**src/inc/irq_reset_pkg.sv**
```systemverilog
// Constants, types and the state record of the interrupt and reset-source unit
package irq_reset_pkg;
   ////////////////////////////////////////////////////////////////////////////
   // Register indices; byte address is four times the index
   localparam logic [5:0] IDX_PC_MASK = 6'h10;
   localparam logic [5:0] IDX_PC_FLAG = 6'h11;
   localparam logic [5:0] IDX_PC_CTRL = 6'h12;
   localparam logic [5:0] IDX_EXT_EN = 6'h13;
   localparam logic [5:0] IDX_EXT_FLAG = 6'h14;
   localparam logic [5:0] IDX_EXT_SENSE = 6'h15;
   localparam logic [5:0] IDX_SUPPLY = 6'h34;
   localparam logic [5:0] IDX_RESET_CAUSE = 6'h3b;
   ////////////////////////////////////////////////////////////////////////////
   // Field positions
   localparam int SUPPLY_FLAG_BIT = 7;
   localparam int SUPPLY_IE_BIT = 6;
   localparam int WD_FLAG_BIT = 3;
   localparam int PIN_FLAG_BIT = 1;
   localparam int POR_FLAG_BIT = 0;
   ////////////////////////////////////////////////////////////////////////////
   // Trigger level select codes
   localparam logic [2:0] LVL_OFF = 3'h0;
   localparam logic [2:0] LVL_POR_LO = 3'h1;
   localparam logic [2:0] LVL_POR_HI = 3'h2;
   localparam logic [2:0] LVL_FLAG_LO = 3'h3;
   localparam logic [2:0] LVL_FLAG_HI = 3'h4;
   ////////////////////////////////////////////////////////////////////////////
   // Sense select codes
   localparam logic [1:0] SENSE_LOW = 2'h0;
   localparam logic [1:0] SENSE_ANY = 2'h1;
   localparam logic [1:0] SENSE_FALL = 2'h2;
   localparam logic [1:0] SENSE_RISE = 2'h3;
   ////////////////////////////////////////////////////////////////////////////
   // Vector program addresses
   localparam logic [15:0] VEC_RESET = 16'h0000;
   localparam logic [15:0] VEC_EXT = 16'h0001;
   localparam logic [15:0] VEC_PIN_CHANGE = 16'h0002;
   localparam logic [15:0] VEC_SUPPLY = 16'h0009;
   localparam int VEC_LAST = 10;
   ////////////////////////////////////////////////////////////////////////////
   // Reset values; the power-on flag comes up set
   localparam logic [2:0] RESET_CAUSE_INIT = 3'h1;
   localparam logic [31:0] READ_INIT = 32'h0000_0000;

   typedef enum logic [0:0] {
      BUS_DONE = 1'b0,
      BUS_WAIT = 1'b1
   } bus_state_t;

   typedef struct packed {
      bus_state_t busState;
      logic [31:0] readData;
      logic [2:0] supplyLevel;
      logic supplyIe;
      logic supplyFlag;
      logic supplyPending;
      logic supplyBelowPrev;
      logic [2:0] resetCause;
      logic [1:0] senseSel;
      logic extEnable;
      logic extFlag;
      logic extPinPrev;
      logic pcEnable;
      logic pcFlag;
      logic [3:0] pcMask;
      logic [3:0] pcPrev;
      logic armed;
      logic irqValid;
      logic [15:0] irqVector;
      logic resetReq;
      logic supplyResetReq;
      logic wakeReq;
      logic ioClockEnable;
   } state_t;
endpackage

```
**src/logic/interrupt_reset_source_unit.sv**
```systemverilog
// Interrupt vectoring, external and pin-change sensing, supply monitor, reset causes
//
// Added by the designer: the Avalon-MM interface to the registers.
`timescale 1ns/100ps
// What this block does
// Supply-low flag sets on trigger; clears when disabled or supply recovers.
// With interrupt enable set, each setting of the flag requests a monitor interrupt.
// Software writes zeros into reserved bits 5:3 of the monitor register.
// Level select 000 disables the monitor; codes 101 to 111 are forbidden.
// Levels 001 and 010 request power-on reset and leave the flag clear.
// Levels 011 and 100 set the flag and raise the interrupt if enabled.
// Watchdog reset sets bit 3; power-on reset or writing zero clears it.
// Pin reset sets bit 1; power-on reset or writing zero clears it.
// Power-on reset sets bit 0; only writing zero clears it.
// Bits 7 to 4 and bit 2 of the reset cause register read zero.
// Pin, power-on, supply and watchdog resets share vector 0x0000.
// External pin interrupt vectors to 0x0001, pin change to 0x0002.
// Timer, comparator, watchdog, supply, converter vectors run 0x0003 to 0x000A.
// Pin interrupts fire from pin activity even when pins are driven outputs.
// Pin change fires when any mask-enabled pin of the four toggles.
// Pin-change detection needs no I/O clock and wakes from every sleep mode.
// Enabled level mode keeps requesting while the pin stays low.
// Edge detection on the external pin needs the running I/O clock.
// Low level wakes from any sleep; I/O clock stops except in idle.
// The source holds the level low through start-up to get the interrupt.
// A low level gone before start-up still wakes but gives no interrupt.
// Sense select: 00 low, 01 any change, 10 falling, 11 rising.
// External flag clears on handler or write one; stays zero in level mode.
// Each mask bit enables change detection on its own pin only.
// With several requests pending the lowest vector address is served first.
module interrupt_reset_source_unit
   import irq_reset_pkg::*;
(
   // Clock and power-on reset
   input wire logic clock,
   input wire logic rstn,
   // Avalon-MM slave
   input wire logic [7:0] address,
   input wire logic read,
   input wire logic write,
   input wire logic [31:0] writedata,
   input wire logic [3:0] byteenable,
   output logic [31:0] readdata,
   output logic waitrequest,
   // Pins, seen at the pad whatever their direction
   input wire logic externalIrqPin,
   input wire logic [3:0] pinChangeInputs,
   // Supply comparator and other reset sources
   input wire logic supplyBelow,
   input wire logic pinResetEvent,
   input wire logic watchdogResetEvent,
   // Requests of peripherals: capture, overflow, cmpA, cmpB, comparator, watchdog, converter
   input wire logic [6:0] periphIrq,
   // Core side
   input wire logic irqAck,
   input wire logic sleepActive,
   input wire logic sleepIdle,
   output logic irqValid,
   output logic [15:0] irqVector,
   output logic resetReq,
   output logic supplyResetReq,
   output logic wakeReq,
   output logic ioClockEnable
);

   state_t s;
   state_t n;
   logic [3:0] pcHit;
   logic [VEC_LAST:1] req;
   logic [5:0] idx;

   assign idx = address[7:2];

   ////////////////////////////////////////////////////////////////////////////
   // Per-pin masked toggle; compares pad levels, so output pins count too
   genvar gi;
   generate
      for (gi = 0; gi < 4; gi++) begin : g_pc
         assign pcHit[gi] = s.pcMask[gi] & (pinChangeInputs[gi] ^ s.pcPrev[gi]);
      end
   endgenerate

   ////////////////////////////////////////////////////////////////////////////
   // Next-state logic for the whole block
   always_comb begin
      logic wrDone;
      logic below;
      logic rise;
      logic edgeHit;
      logic pinLow;
      wrDone = 1'b0;
      below = supplyBelow;
      rise = supplyBelow & ~s.supplyBelowPrev;
      edgeHit = 1'b0;
      pinLow = ~externalIrqPin;
      n = s;
      n.resetReq = 1'b0;
      n.supplyResetReq = 1'b0;
      n.armed = 1'b1;
      n.supplyBelowPrev = below;
      n.extPinPrev = externalIrqPin;
      n.pcPrev = pinChangeInputs;

      // Bus: one wait cycle, then the answer with waitrequest low
      case (s.busState)
         BUS_WAIT: begin
            if (read || write) begin
               n.busState = BUS_DONE;
               n.readData = READ_INIT;
               case (idx)
                  IDX_PC_MASK: n.readData[3:0] = s.pcMask;
                  IDX_PC_FLAG: n.readData[0] = s.pcFlag;
                  IDX_PC_CTRL: n.readData[0] = s.pcEnable;
                  IDX_EXT_EN: n.readData[0] = s.extEnable;
                  IDX_EXT_FLAG: n.readData[0] = s.extFlag;
                  IDX_EXT_SENSE: n.readData[1:0] = s.senseSel;
                  IDX_SUPPLY: begin
                     n.readData[SUPPLY_FLAG_BIT] = s.supplyFlag;
                     n.readData[SUPPLY_IE_BIT] = s.supplyIe;
                     n.readData[2:0] = s.supplyLevel;
                  end
                  IDX_RESET_CAUSE: begin
                     // Unused bits stay at the zero default
                     n.readData[WD_FLAG_BIT] = s.resetCause[2];
                     n.readData[PIN_FLAG_BIT] = s.resetCause[1];
                     n.readData[POR_FLAG_BIT] = s.resetCause[0];
                  end
                  default: n.readData = READ_INIT;
               endcase
            end
         end
         BUS_DONE: begin
            n.busState = BUS_WAIT;
            wrDone = write & byteenable[0];
         end
         default: n.busState = BUS_WAIT;
      endcase

      // Register writes take effect on the edge where waitrequest is low
      if (wrDone) begin
         case (idx)
            IDX_PC_MASK: n.pcMask = writedata[3:0];
            IDX_PC_FLAG: n.pcFlag = s.pcFlag & ~writedata[0];
            IDX_PC_CTRL: n.pcEnable = writedata[0];
            IDX_EXT_EN: n.extEnable = writedata[0];
            IDX_EXT_FLAG: n.extFlag = s.extFlag & ~writedata[0];
            IDX_EXT_SENSE: n.senseSel = writedata[1:0];
            IDX_SUPPLY: begin
               n.supplyIe = writedata[SUPPLY_IE_BIT];
               // Forbidden codes are refused so the monitor never sits undefined
               if (writedata[2:0] <= LVL_FLAG_HI) begin
                  n.supplyLevel = writedata[2:0];
               end
            end
            IDX_RESET_CAUSE: begin
               // Writing zero clears; writing one leaves the flag alone
               n.resetCause[2] = s.resetCause[2] & writedata[WD_FLAG_BIT];
               n.resetCause[1] = s.resetCause[1] & writedata[PIN_FLAG_BIT];
               n.resetCause[0] = s.resetCause[0] & writedata[POR_FLAG_BIT];
            end
            default: n.readData = s.readData;
         endcase
      end

      // Reset causes: set after the clear so a coincident event survives
      if (watchdogResetEvent) begin
         n.resetCause[2] = 1'b1;
      end
      if (pinResetEvent) begin
         n.resetCause[1] = 1'b1;
      end

      // Supply monitor; level 000 disables everything
      if (n.supplyLevel == LVL_OFF || !below) begin
         n.supplyFlag = 1'b0;
      end
      if (rise && (n.supplyLevel == LVL_POR_LO || n.supplyLevel == LVL_POR_HI)) begin
         n.supplyResetReq = 1'b1;
      end
      if (rise && (n.supplyLevel == LVL_FLAG_LO || n.supplyLevel == LVL_FLAG_HI)) begin
         n.supplyFlag = 1'b1;
      end
      if (irqAck && s.irqValid && s.irqVector == VEC_SUPPLY) begin
         n.supplyPending = 1'b0;
      end
      if (n.supplyFlag && !s.supplyFlag && n.supplyIe) begin
         n.supplyPending = 1'b1;
      end

      // External pin edges only count while the I/O clock runs
      case (n.senseSel)
         SENSE_ANY: edgeHit = externalIrqPin ^ s.extPinPrev;
         SENSE_FALL: edgeHit = s.extPinPrev & ~externalIrqPin;
         SENSE_RISE: edgeHit = ~s.extPinPrev & externalIrqPin;
         default: edgeHit = 1'b0;
      endcase
      if (irqAck && s.irqValid && s.irqVector == VEC_EXT) begin
         n.extFlag = 1'b0;
      end
      if (edgeHit && s.armed && s.ioClockEnable) begin
         n.extFlag = 1'b1;
      end
      if (n.senseSel == SENSE_LOW) begin
         n.extFlag = 1'b0;
      end

      // Pin change needs no I/O clock, so it also works in deep sleep
      if (irqAck && s.irqValid && s.irqVector == VEC_PIN_CHANGE) begin
         n.pcFlag = 1'b0;
      end
      if (|pcHit && s.armed) begin
         n.pcFlag = 1'b1;
      end

      // Request vector, lowest number first
      req[1] = n.extEnable & ((n.senseSel == SENSE_LOW) ? pinLow : n.extFlag);
      req[2] = n.pcEnable & n.pcFlag;
      req[6:3] = periphIrq[3:0];
      req[7] = periphIrq[4];
      req[8] = periphIrq[5];
      req[9] = n.supplyPending;
      req[10] = periphIrq[6];
      n.irqValid = |req;
      n.irqVector = VEC_RESET;
      for (int v = VEC_LAST; v >= 1; v--) begin
         if (req[v]) begin
            n.irqVector = 16'(v);
         end
      end

      // Any reset source points the core at the shared reset vector
      if (pinResetEvent || watchdogResetEvent || n.supplyResetReq) begin
         n.resetReq = 1'b1;
         n.irqValid = 1'b0;
         n.irqVector = VEC_RESET;
      end

      // Wake and I/O clock gating
      n.ioClockEnable = ~sleepActive | sleepIdle;
      n.wakeReq = sleepActive & ((n.extEnable & (n.senseSel == SENSE_LOW) & pinLow)
                  | (|pcHit) | n.irqValid);
   end

   ////////////////////////////////////////////////////////////////////////////
   // State register; rstn acts as the power-on reset
   always_ff @(posedge clock or negedge rstn) begin
      if (!rstn) begin
         s <= '0;
         s.busState <= BUS_WAIT;
         s.resetCause <= RESET_CAUSE_INIT;
         s.ioClockEnable <= 1'b1;
      end else begin
         s <= n;
      end
   end

   ////////////////////////////////////////////////////////////////////////////
   // Outputs straight from the state flops
   assign readdata = s.readData;
   assign waitrequest = s.busState;
   assign irqValid = s.irqValid;
   assign irqVector = s.irqVector;
   assign resetReq = s.resetReq;
   assign supplyResetReq = s.supplyResetReq;
   assign wakeReq = s.wakeReq;
   assign ioClockEnable = s.ioClockEnable;
endmodule // interrupt_reset_source_unit

```
**config.mk**
```make
export PLATFORM = sky130hd
export DESIGN_NAME = interrupt_reset_source_unit
export DESIGN_NICKNAME = d
export VERILOG_FILES = /design/src/inc/irq_reset_pkg.sv /design/src/logic/interrupt_reset_source_unit.sv
export SDC_FILE = /design/constraint.sdc
export NUM_CORES = 1
export LEC_CHECK = 0
export BUFFER_PORTS_ARGS = -buffer_cell sky130_fd_sc_hd__buf_2
export CAP_MARGIN = 30
export CORE_MARGIN = 4
export CORE_UTILIZATION = 42
export DETAILED_ROUTE_END_ITERATION = 7
export HOLD_SLACK_MARGIN = 0.12
export PLACE_DENSITY = 0.84
export SLEW_MARGIN = 20
export SYNTH_ARGS = -nofsm -noshare
export SYNTH_HDL_FRONTEND = slang
export SYNTH_SLANG_ARGS = --single-unit
```
**constraint.sdc**
```tcl
create_clock -name clock -period 2.2 [get_ports clock]
set_input_delay 0.44 -clock clock [delete_from_list [all_inputs] [get_ports clock]]
set_output_delay 0.44 -clock clock [all_outputs]
set_load 0.01 [all_outputs]
```
==> flow_summary.json, run 1 <==
{
  "track_usage_pct": 17.2,
  "via_per_inst": 5.11,
  "wl_met3_um": 495,
  "cts_made_buffers": 5,
  "cts_tree": "yes",
  "crit_fanout": 4,
  "met2_wirelength_um": 3190,
  "synth_seq_cells": 42,
  "p_comb_share_pct": 20.8,
  "grt_pass1_vias": 2120,
  "synth_edf_count": 0,
  "min_period_over_period_pct": 110,
  "layout-drive-gt1-share_pct": 42.7,
  "ant_nets": 0,
  "crit_chain": "buf_6, and3b_2, nand4_1, a211o_1, or3_4, o311a_4, a2111o_1, nand2_1",
  "wl_met1_um": 2540,
  "rsz0062_at_grt": "yes",
  "area_growth_pct": 28.8,
  "path_clk_slew_ns": 0.08,
  "ios": 120,
  "place_inst": 408,
  "nets": 416,
  "grt_pass1_wl_um": 10000,
  "final_common_cell": "buf_4",
  "timing.rr.end": "irqVector[0]$_DFF_PN0_",
  "crit_path_top_delay_cell": "dfstp_2",
  "htree_levels": 2,
  "die_w_um": 86.4,
  "cts_sinks": 42,
  "ir_worst_vdd_v": 0.000289,
  "cellPowerDensity_mw_per_mm2": 514,
  "hold_viol_final": 0,
  "switching_share_pct": 28.3,
  "regArea_mm2": 0.00105,
  "globalplace.congestion": 0.889,
  "worst_clock_skew_ns": 0.0100,
  "max_stage_delay_ns": 0.38,
  "synth_seq_area_share_pct": 40.9,
  "finalCriticalPeriod_ns": 2.42,
  "drc_errors": 0,
  "wl_per_cell_um": 15.2,
  "fmax_mhz": 414,
  "initial_core_util_pct": 43.3,
  "syn_inst": 258,
  "num_rows": 28,
  "synthDistinctLibCells": 67,
  "ctsLongestPathBuffers": 2,
  "p_int_mw": 1.22,
  "num_antenna_cells": 0,
  "path_class": "register to register",
  "violations": "negative setup slack",
  "clockPowerShare_pct": 30.2,
  "grt_max_degree": 43,
  "whs_ns": 0.205,
  "worstReg2RegStart": "waitrequest$_DFF_PN1_",
  "syn_avg_cell_area_um2": 10.0,
  "end_kind": "register",
  "max_cap_violations": 0,
  "fin_ws_ns": -0.215,
  "final-max-slew-violation-count": 0,
  "max_slew_margin_pct": 63.1,
  "fin_cells": 424,
  "antenna_found_initial": 0,
  "netlist_area_mm2": 0.00258,
  "startpoint_type": "register",
  "wirelength_um": 6450,
  "root_buffer": "clkbuf_8",
  "p_leak_nw": 1.63,
  "grt-ovfl-total": 0,
  "dieArea_mm2": 0.00746,
  "via_count": 2165,
  "arrival_ns": 2.64,
  "setup_viol": 8,
  "power_frac_seq_pct": 49.1,
  "clkLatencyLatePin_ns": 0.29,
  "fp.coreArea_mm2": 0.00596,
  "reg2reg_setup_slack_ns": -0.22,
  "crit_required_ns": 2.42,
  "fp.dieH_um": 86.4,
  "hp-class": "primary input to async pin",
  "multi_input_area_mm2": 0.00137,
  "status": "finished with violations",
  "portBuffers": 49,
  "r2r_cells": 8,
  "dr.pass1.iters": 5,
  "synth_ff_type": "dfrtp_1",
  "drtIter0Drc": 134,
  "async_flop_share_pct": 100,
  "tightestPinTransition_ns": 0.549,
  "switching_power_mw": 0.484,
  "final_cell_mix": "buf_4 (49), buf_2 (45), conb_1 (39), dfrtp_1 (39), nand2_1 (22)",
  "yosys_warnings": 0,
  "fillers": 477,
  "hpwl_um": 4760,
  "top_layer_used": "met4"
}
## worst max path at each step
stage,depth (start not counted),startpoint,endpoint,slack (ns)
6_report,8,waitrequest$_DFF_PN1_,irqVector[0]$_DFF_PN0_,-0.22
3_3_place_gp,8,address[7],wakeReq$_DFF_PN0_,-0.50
4_1_cts,8,waitrequest$_DFF_PN1_,irqVector[0]$_DFF_PN0_,-0.20
3_5_place_dp,8,address[7],wakeReq$_DFF_PN0_,-0.52
5_1_grt,8,waitrequest$_DFF_PN1_,irqVector[0]$_DFF_PN0_,-0.27
2_1_floorplan,8,address[7],irqVector[3]$_DFF_PN0_,-0.40
## cell usage after synthesis, types with 2 or more instances
cell / instances / share of area, %
and3b_1: 2 / 0.68
clkbuf_1: 3 / 0.44
nor2_1: 15 / 2.2
dfrtp_1: 39 / 38
ha_1: 2 / 0.97
buf_4: 49 / 14
dfstp_2: 3 / 3.1
a2bb2oi_2: 2 / 1.2
a21oi_1: 3 / 0.58
mux2i_1: 4 / 1.6
o21a_1: 2 / 0.58
conb_1: 2 / 0.29
nor2b_1: 3 / 0.73
nor3_1: 7 / 1.4
nand2b_1: 5 / 1.2
or2_2: 2 / 0.48
xor2_1: 4 / 1.4
inv_1: 7 / 1.0
nor4_1: 4 / 0.97
a22oi_1: 5 / 1.5
o21ai_0: 13 / 2.5
buf_2: 2 / 0.39
o31ai_1: 3 / 0.87
nand4b_1: 2 / 0.68
a21boi_0: 3 / 0.87
a31oi_1: 2 / 0.48
and2_1: 2 / 0.48
mux2_2: 8 / 3.5
nand2_1: 22 / 3.2
## state kept, by name, indices dropped and copies added (netlist names)
register	cells
s	26
readdata	6
resetReq	1
supplyResetReq	1
wakeReq	1
ioClockEnable	1
irqVector	4
waitrequest	1
irqValid	1
## worst max-delay path, delay by kind of cell, from the launching register on
kind,cells,cell delay (ns)
AOI/OAI and AO/OA,3,1.06
and+or+nand+nor,4,0.79
DFF,1,0.38
buffers and inverters,1,0.10
## metal layers
layer	up-vias	GRT usage, %
li1	1011	-
met1	1040	20.9
met2	98	28.9
met3	16	4.18
met4	0	7.93
met5	-	0
## power groups by stage
| stage | clock network [mW] | registers (mW) | logic [mW] |
|---|---|---|---|
| after detailed placement | 0 | 0.851 | 0.311 |
| after global routing | 0.558 | 0.842 | 0.389 |
| final | 0.516 | 0.838 | 0.355 |
| after floorplan | 0 | 0.848 | 0.220 |
| after global placement | 0 | 0.849 | 0.301 |
| after CTS | 0.534 | 0.837 | 0.337 |
## stage by stage
step / cell area (um^2) / setup slack, ns / TNS, ns / power, mW / utilization, %
5_1_grt: 3330 / -0.272 / -1.26 / 1.79 / 55.8
4_1_cts: 3270 / -0.195 / -0.633 / 1.71 / 54.9
2_1_floorplan: 2750 / -0.401 / -2.08 / 1.07 / -
6_report: 3330 / -0.215 / -0.723 / 1.71 / 55.8
3_3_place_gp: 3010 / -0.498 / -3.13 / 1.15 / 50.6
3_5_place_dp: 3010 / -0.519 / -3.40 / 1.16 / 50.6
## kinds of logic after synthesis
kind of cell | after synthesis | synth area share (%)
buf+inv | 63 | 16.7
compound gates | 51 | 15.6
flops | 42 | 40.9
simple gates | 81 | 18.9
fa+ha+maj | 2 | 0.969
mux | 12 | 5.04
xor+xnor | 5 | 1.70
other cells | 2 | 0.291
## cell type report
class / count / share of cell area [%]
Clock buffer: 6 / 2.48
Clock inverter: 2 / 0.376
Inverter: 8 / 0.978
Multi-Input combinational cell: 190 / 41.3
Sequential cell: 42 / 31.7
Tap cell: 75 / 2.82
Timing Repair Buffer: 101 / 20.3
## what timing repair did
item                                    4_1_cts  5_1_grt
setup buffers                                 5        3
pin swaps                                     8        7
gates resized for setup                      23        8
endpoints found under the setup margin        7        7
hold buffers                                  0        0
Note: power is estimated with default switching activity, not from simulation.
==> inputs of run 2 (changes only) <==
--- a/config.mk
+++ b/config.mk
@@ -12,6 +12,8 @@
 export DETAILED_ROUTE_END_ITERATION = 7
 export HOLD_SLACK_MARGIN = 0.12
 export PLACE_DENSITY = 0.84
+export REMOVE_ABC_BUFFERS = 1
+export SETUP_SLACK_MARGIN = 0.5
 export SLEW_MARGIN = 20
 export SYNTH_ARGS = -nofsm -noshare
 export SYNTH_HDL_FRONTEND = slang
==> run 2 against run 1 <==
The run still ends with negative setup slack left. Critical endpoint is now irqVector[3]$_DFF_PN0_. Largest cell class unchanged. Register-to-register slack improved by 0.06 ns. Clock skew decreased by 0.0078 ns. Utilization increased by 3.3 points. Critical path type is now primary input to register.
==> flow_summary.json, run 2 (same netlist as run 1, synthesis figures left out) <==
{
  "num_rows": 28,
  "grt-ovfl-total": 0,
  "root_buffer": "clkbuf_8",
  "top_layer_used": "met4",
  "portBuffers": 49,
  "path_buf_inv": 1,
  "via_count": 2183,
  "cts_sinks": 42,
  "finalCriticalPeriod_ns": 2.42,
  "clockPowerShare_pct": 29.7,
  "area_growth_pct": 36.4,
  "worst_clock_skew_ns": 0.00221,
  "timing.rr.end": "irqVector[0]$_DFF_PN0_",
  "fin_ws_ns": -0.218,
  "power.total_mw": 1.73,
  "track_usage_pct": 18.1,
  "crit_fanout": 4,
  "crit_path_top_delay_cell": "or3b_4",
  "globalplace.congestion": 0.858,
  "worstReg2RegStart": "waitrequest$_DFF_PN1_",
  "cts_made_buffers": 5,
  "nets": 426,
  "final-max-slew-violation-count": 0,
  "min_period_over_period_pct": 110,
  "design_area_mm2": 0.00352,
  "crit_chain": "buf_6, or3b_4, nor3_4, mux2_4, o2111a_1, o221a_4, or2_4, a2111oi_2",
  "arrival_ns": 2.61,
  "final_common_cell": "buf_2",
  "drtIter0Drc": 145,
  "cts_tree": "yes",
  "dr.pass1.iters": 4,
  "largest_reg_flops": 26,
  "met2_wirelength_um": 3520,
  "violations": "negative setup slack",
  "switching_share_pct": 28.6,
  "switching_power_mw": 0.495,
  "r2r_cells": 8,
  "antenna_found_initial": 0,
  "tightestPinTransition_ns": 0.522,
  "via_per_inst": 5.03,
  "fillers": 505,
  "crit_required_ns": 2.39,
  "ant_nets": 0,
  "ctsLongestPathBuffers": 2,
  "num_antenna_cells": 0,
  "fmax_mhz": 413,
  "hold_viol_final": 0,
  "p_int_mw": 1.24,
  "max_cap_violations": 0,
  "path_class": "primary input to register",
  "power_frac_seq_pct": 48.5,
  "grt_pass1_vias": 2183,
  "layout-drive-gt1-share_pct": 46.5,
  "p_leak_nw": 1.72,
  "wl_met1_um": 2670,
  "htree_levels": 2,
  "dieArea_mm2": 0.00746,
  "status": "finished with violations",
  "wirelength_um": 6860,
  "max_stage_delay_ns": 0.44,
  "ir_worst_vdd_v": 0.000274,
  "setup_viol": 8,
  "top_register": "s",
  "end_kind": "register",
  "wl_met3_um": 518,
  "initial_core_util_pct": 43.3,
  "rsz0062_at_grt": "yes",
  "fp.dieH_um": 86.4,
  "fin_util_pct": 59.1,
  "fp.coreArea_mm2": 0.00596,
  "max_slew_margin_pct": 65.2,
  "ios": 120,
  "grt_pass1_wl_um": 10600,
  "startpoint_type": "primary input",
  "hpwl_um": 4780,
  "cp_top_family": "simple AND/OR/NAND/NOR gates",
  "fin_tns_setup_ns": -0.921,
  "placed_area_mm2": 0.00297,
  "reg2reg_setup_slack_ns": -0.16,
  "path_clk_slew_ns": 0.08,
  "die_w_um": 86.4,
  "p_comb_share_pct": 21.8,
  "wl_per_cell_um": 15.8,
  "grt_max_degree": 43,
  "hp-class": "primary input to async pin",
  "final_cell_mix": "buf_2 (48), buf_4 (41), conb_1 (39), dfrtp_1 (39), buf_6 (22)",
  "postCtsHoldBufs": 0,
  "cellPowerDensity_mw_per_mm2": 492,
  "drc_errors": 0,
  "clkLatencyLatePin_ns": 0.30
}
[run 2: changes by cell type in the layout (fill, tap and decap cells not counted), sizes merged]
cell      before  now
clkbuf         6    7
buf          101  111
clkinvlp       1    0
[run 2: through the flow]
step,std cells,hold slack (ns),worst slack [ns]
final,434,0.202,-0.218
after global routing,434,0.244,-0.282
after CTS,430,0.217,-0.138
after detailed placement,406,0.452,-0.650
after global placement,406,0.448,-0.582
after floorplan,240,0.144,-0.540
[run 2: timing repair]
item / CTS / global route
pin swaps: 7 / 13
resized for setup: 33 / 32
setup buffers: 16 / 4
setup endpoints to repair: 21 / 25
[run 2: final cells by class]
| type | count | area [um^2] | area share (%) |
|---|---|---|---|
| Clock buffer | 7 | 86.3 | 2.45 |
| Clock inverter | 1 | 5.00 | 0.142 |
| Inverter | 8 | 30.0 | 0.853 |
| Multi-Input combinational cell | 190 | 1450 | 41.3 |
| Sequential cell | 42 | 1050 | 30.0 |
| Tap cell | 75 | 93.8 | 2.67 |
| Timing Repair Buffer | 111 | 796 | 22.6 |
[run 2: worst max path at each step]
stage	endpoint	startpoint	slack (ns)	depth (start not counted)
global route	irqVector[0]$_DFF_PN0_	address[5]	-0.28	9
global placement	irqVector[3]$_DFF_PN0_	address[5]	-0.58	8
CTS	irqVector[0]$_DFF_PN0_	address[5]	-0.14	10
floorplan	irqVector[3]$_DFF_PN0_	address[5]	-0.54	7
finish	irqVector[3]$_DFF_PN0_	address[5]	-0.22	8
detailed placement	irqVector[3]$_DFF_PN0_	address[5]	-0.65	8
[run 2: power by group through the flow]
stage                     registers [mW]  logic (mW)  clock network [mW]
after CTS                          0.838       0.348               0.525
after floorplan                    0.851       0.143                   0
after global placement             0.849       0.298                   0
after global routing               0.844       0.411               0.559
after detailed placement           0.852       0.309                   0
final                              0.840       0.377               0.513
[run 2: routing by layer]
layer  track usage [%]  vias to the layer above
li1                  -                     1028
met1              22.3                     1049
met2              31.6                       92
met3              3.80                       14
met4              5.38                        0
met5                 0                        -
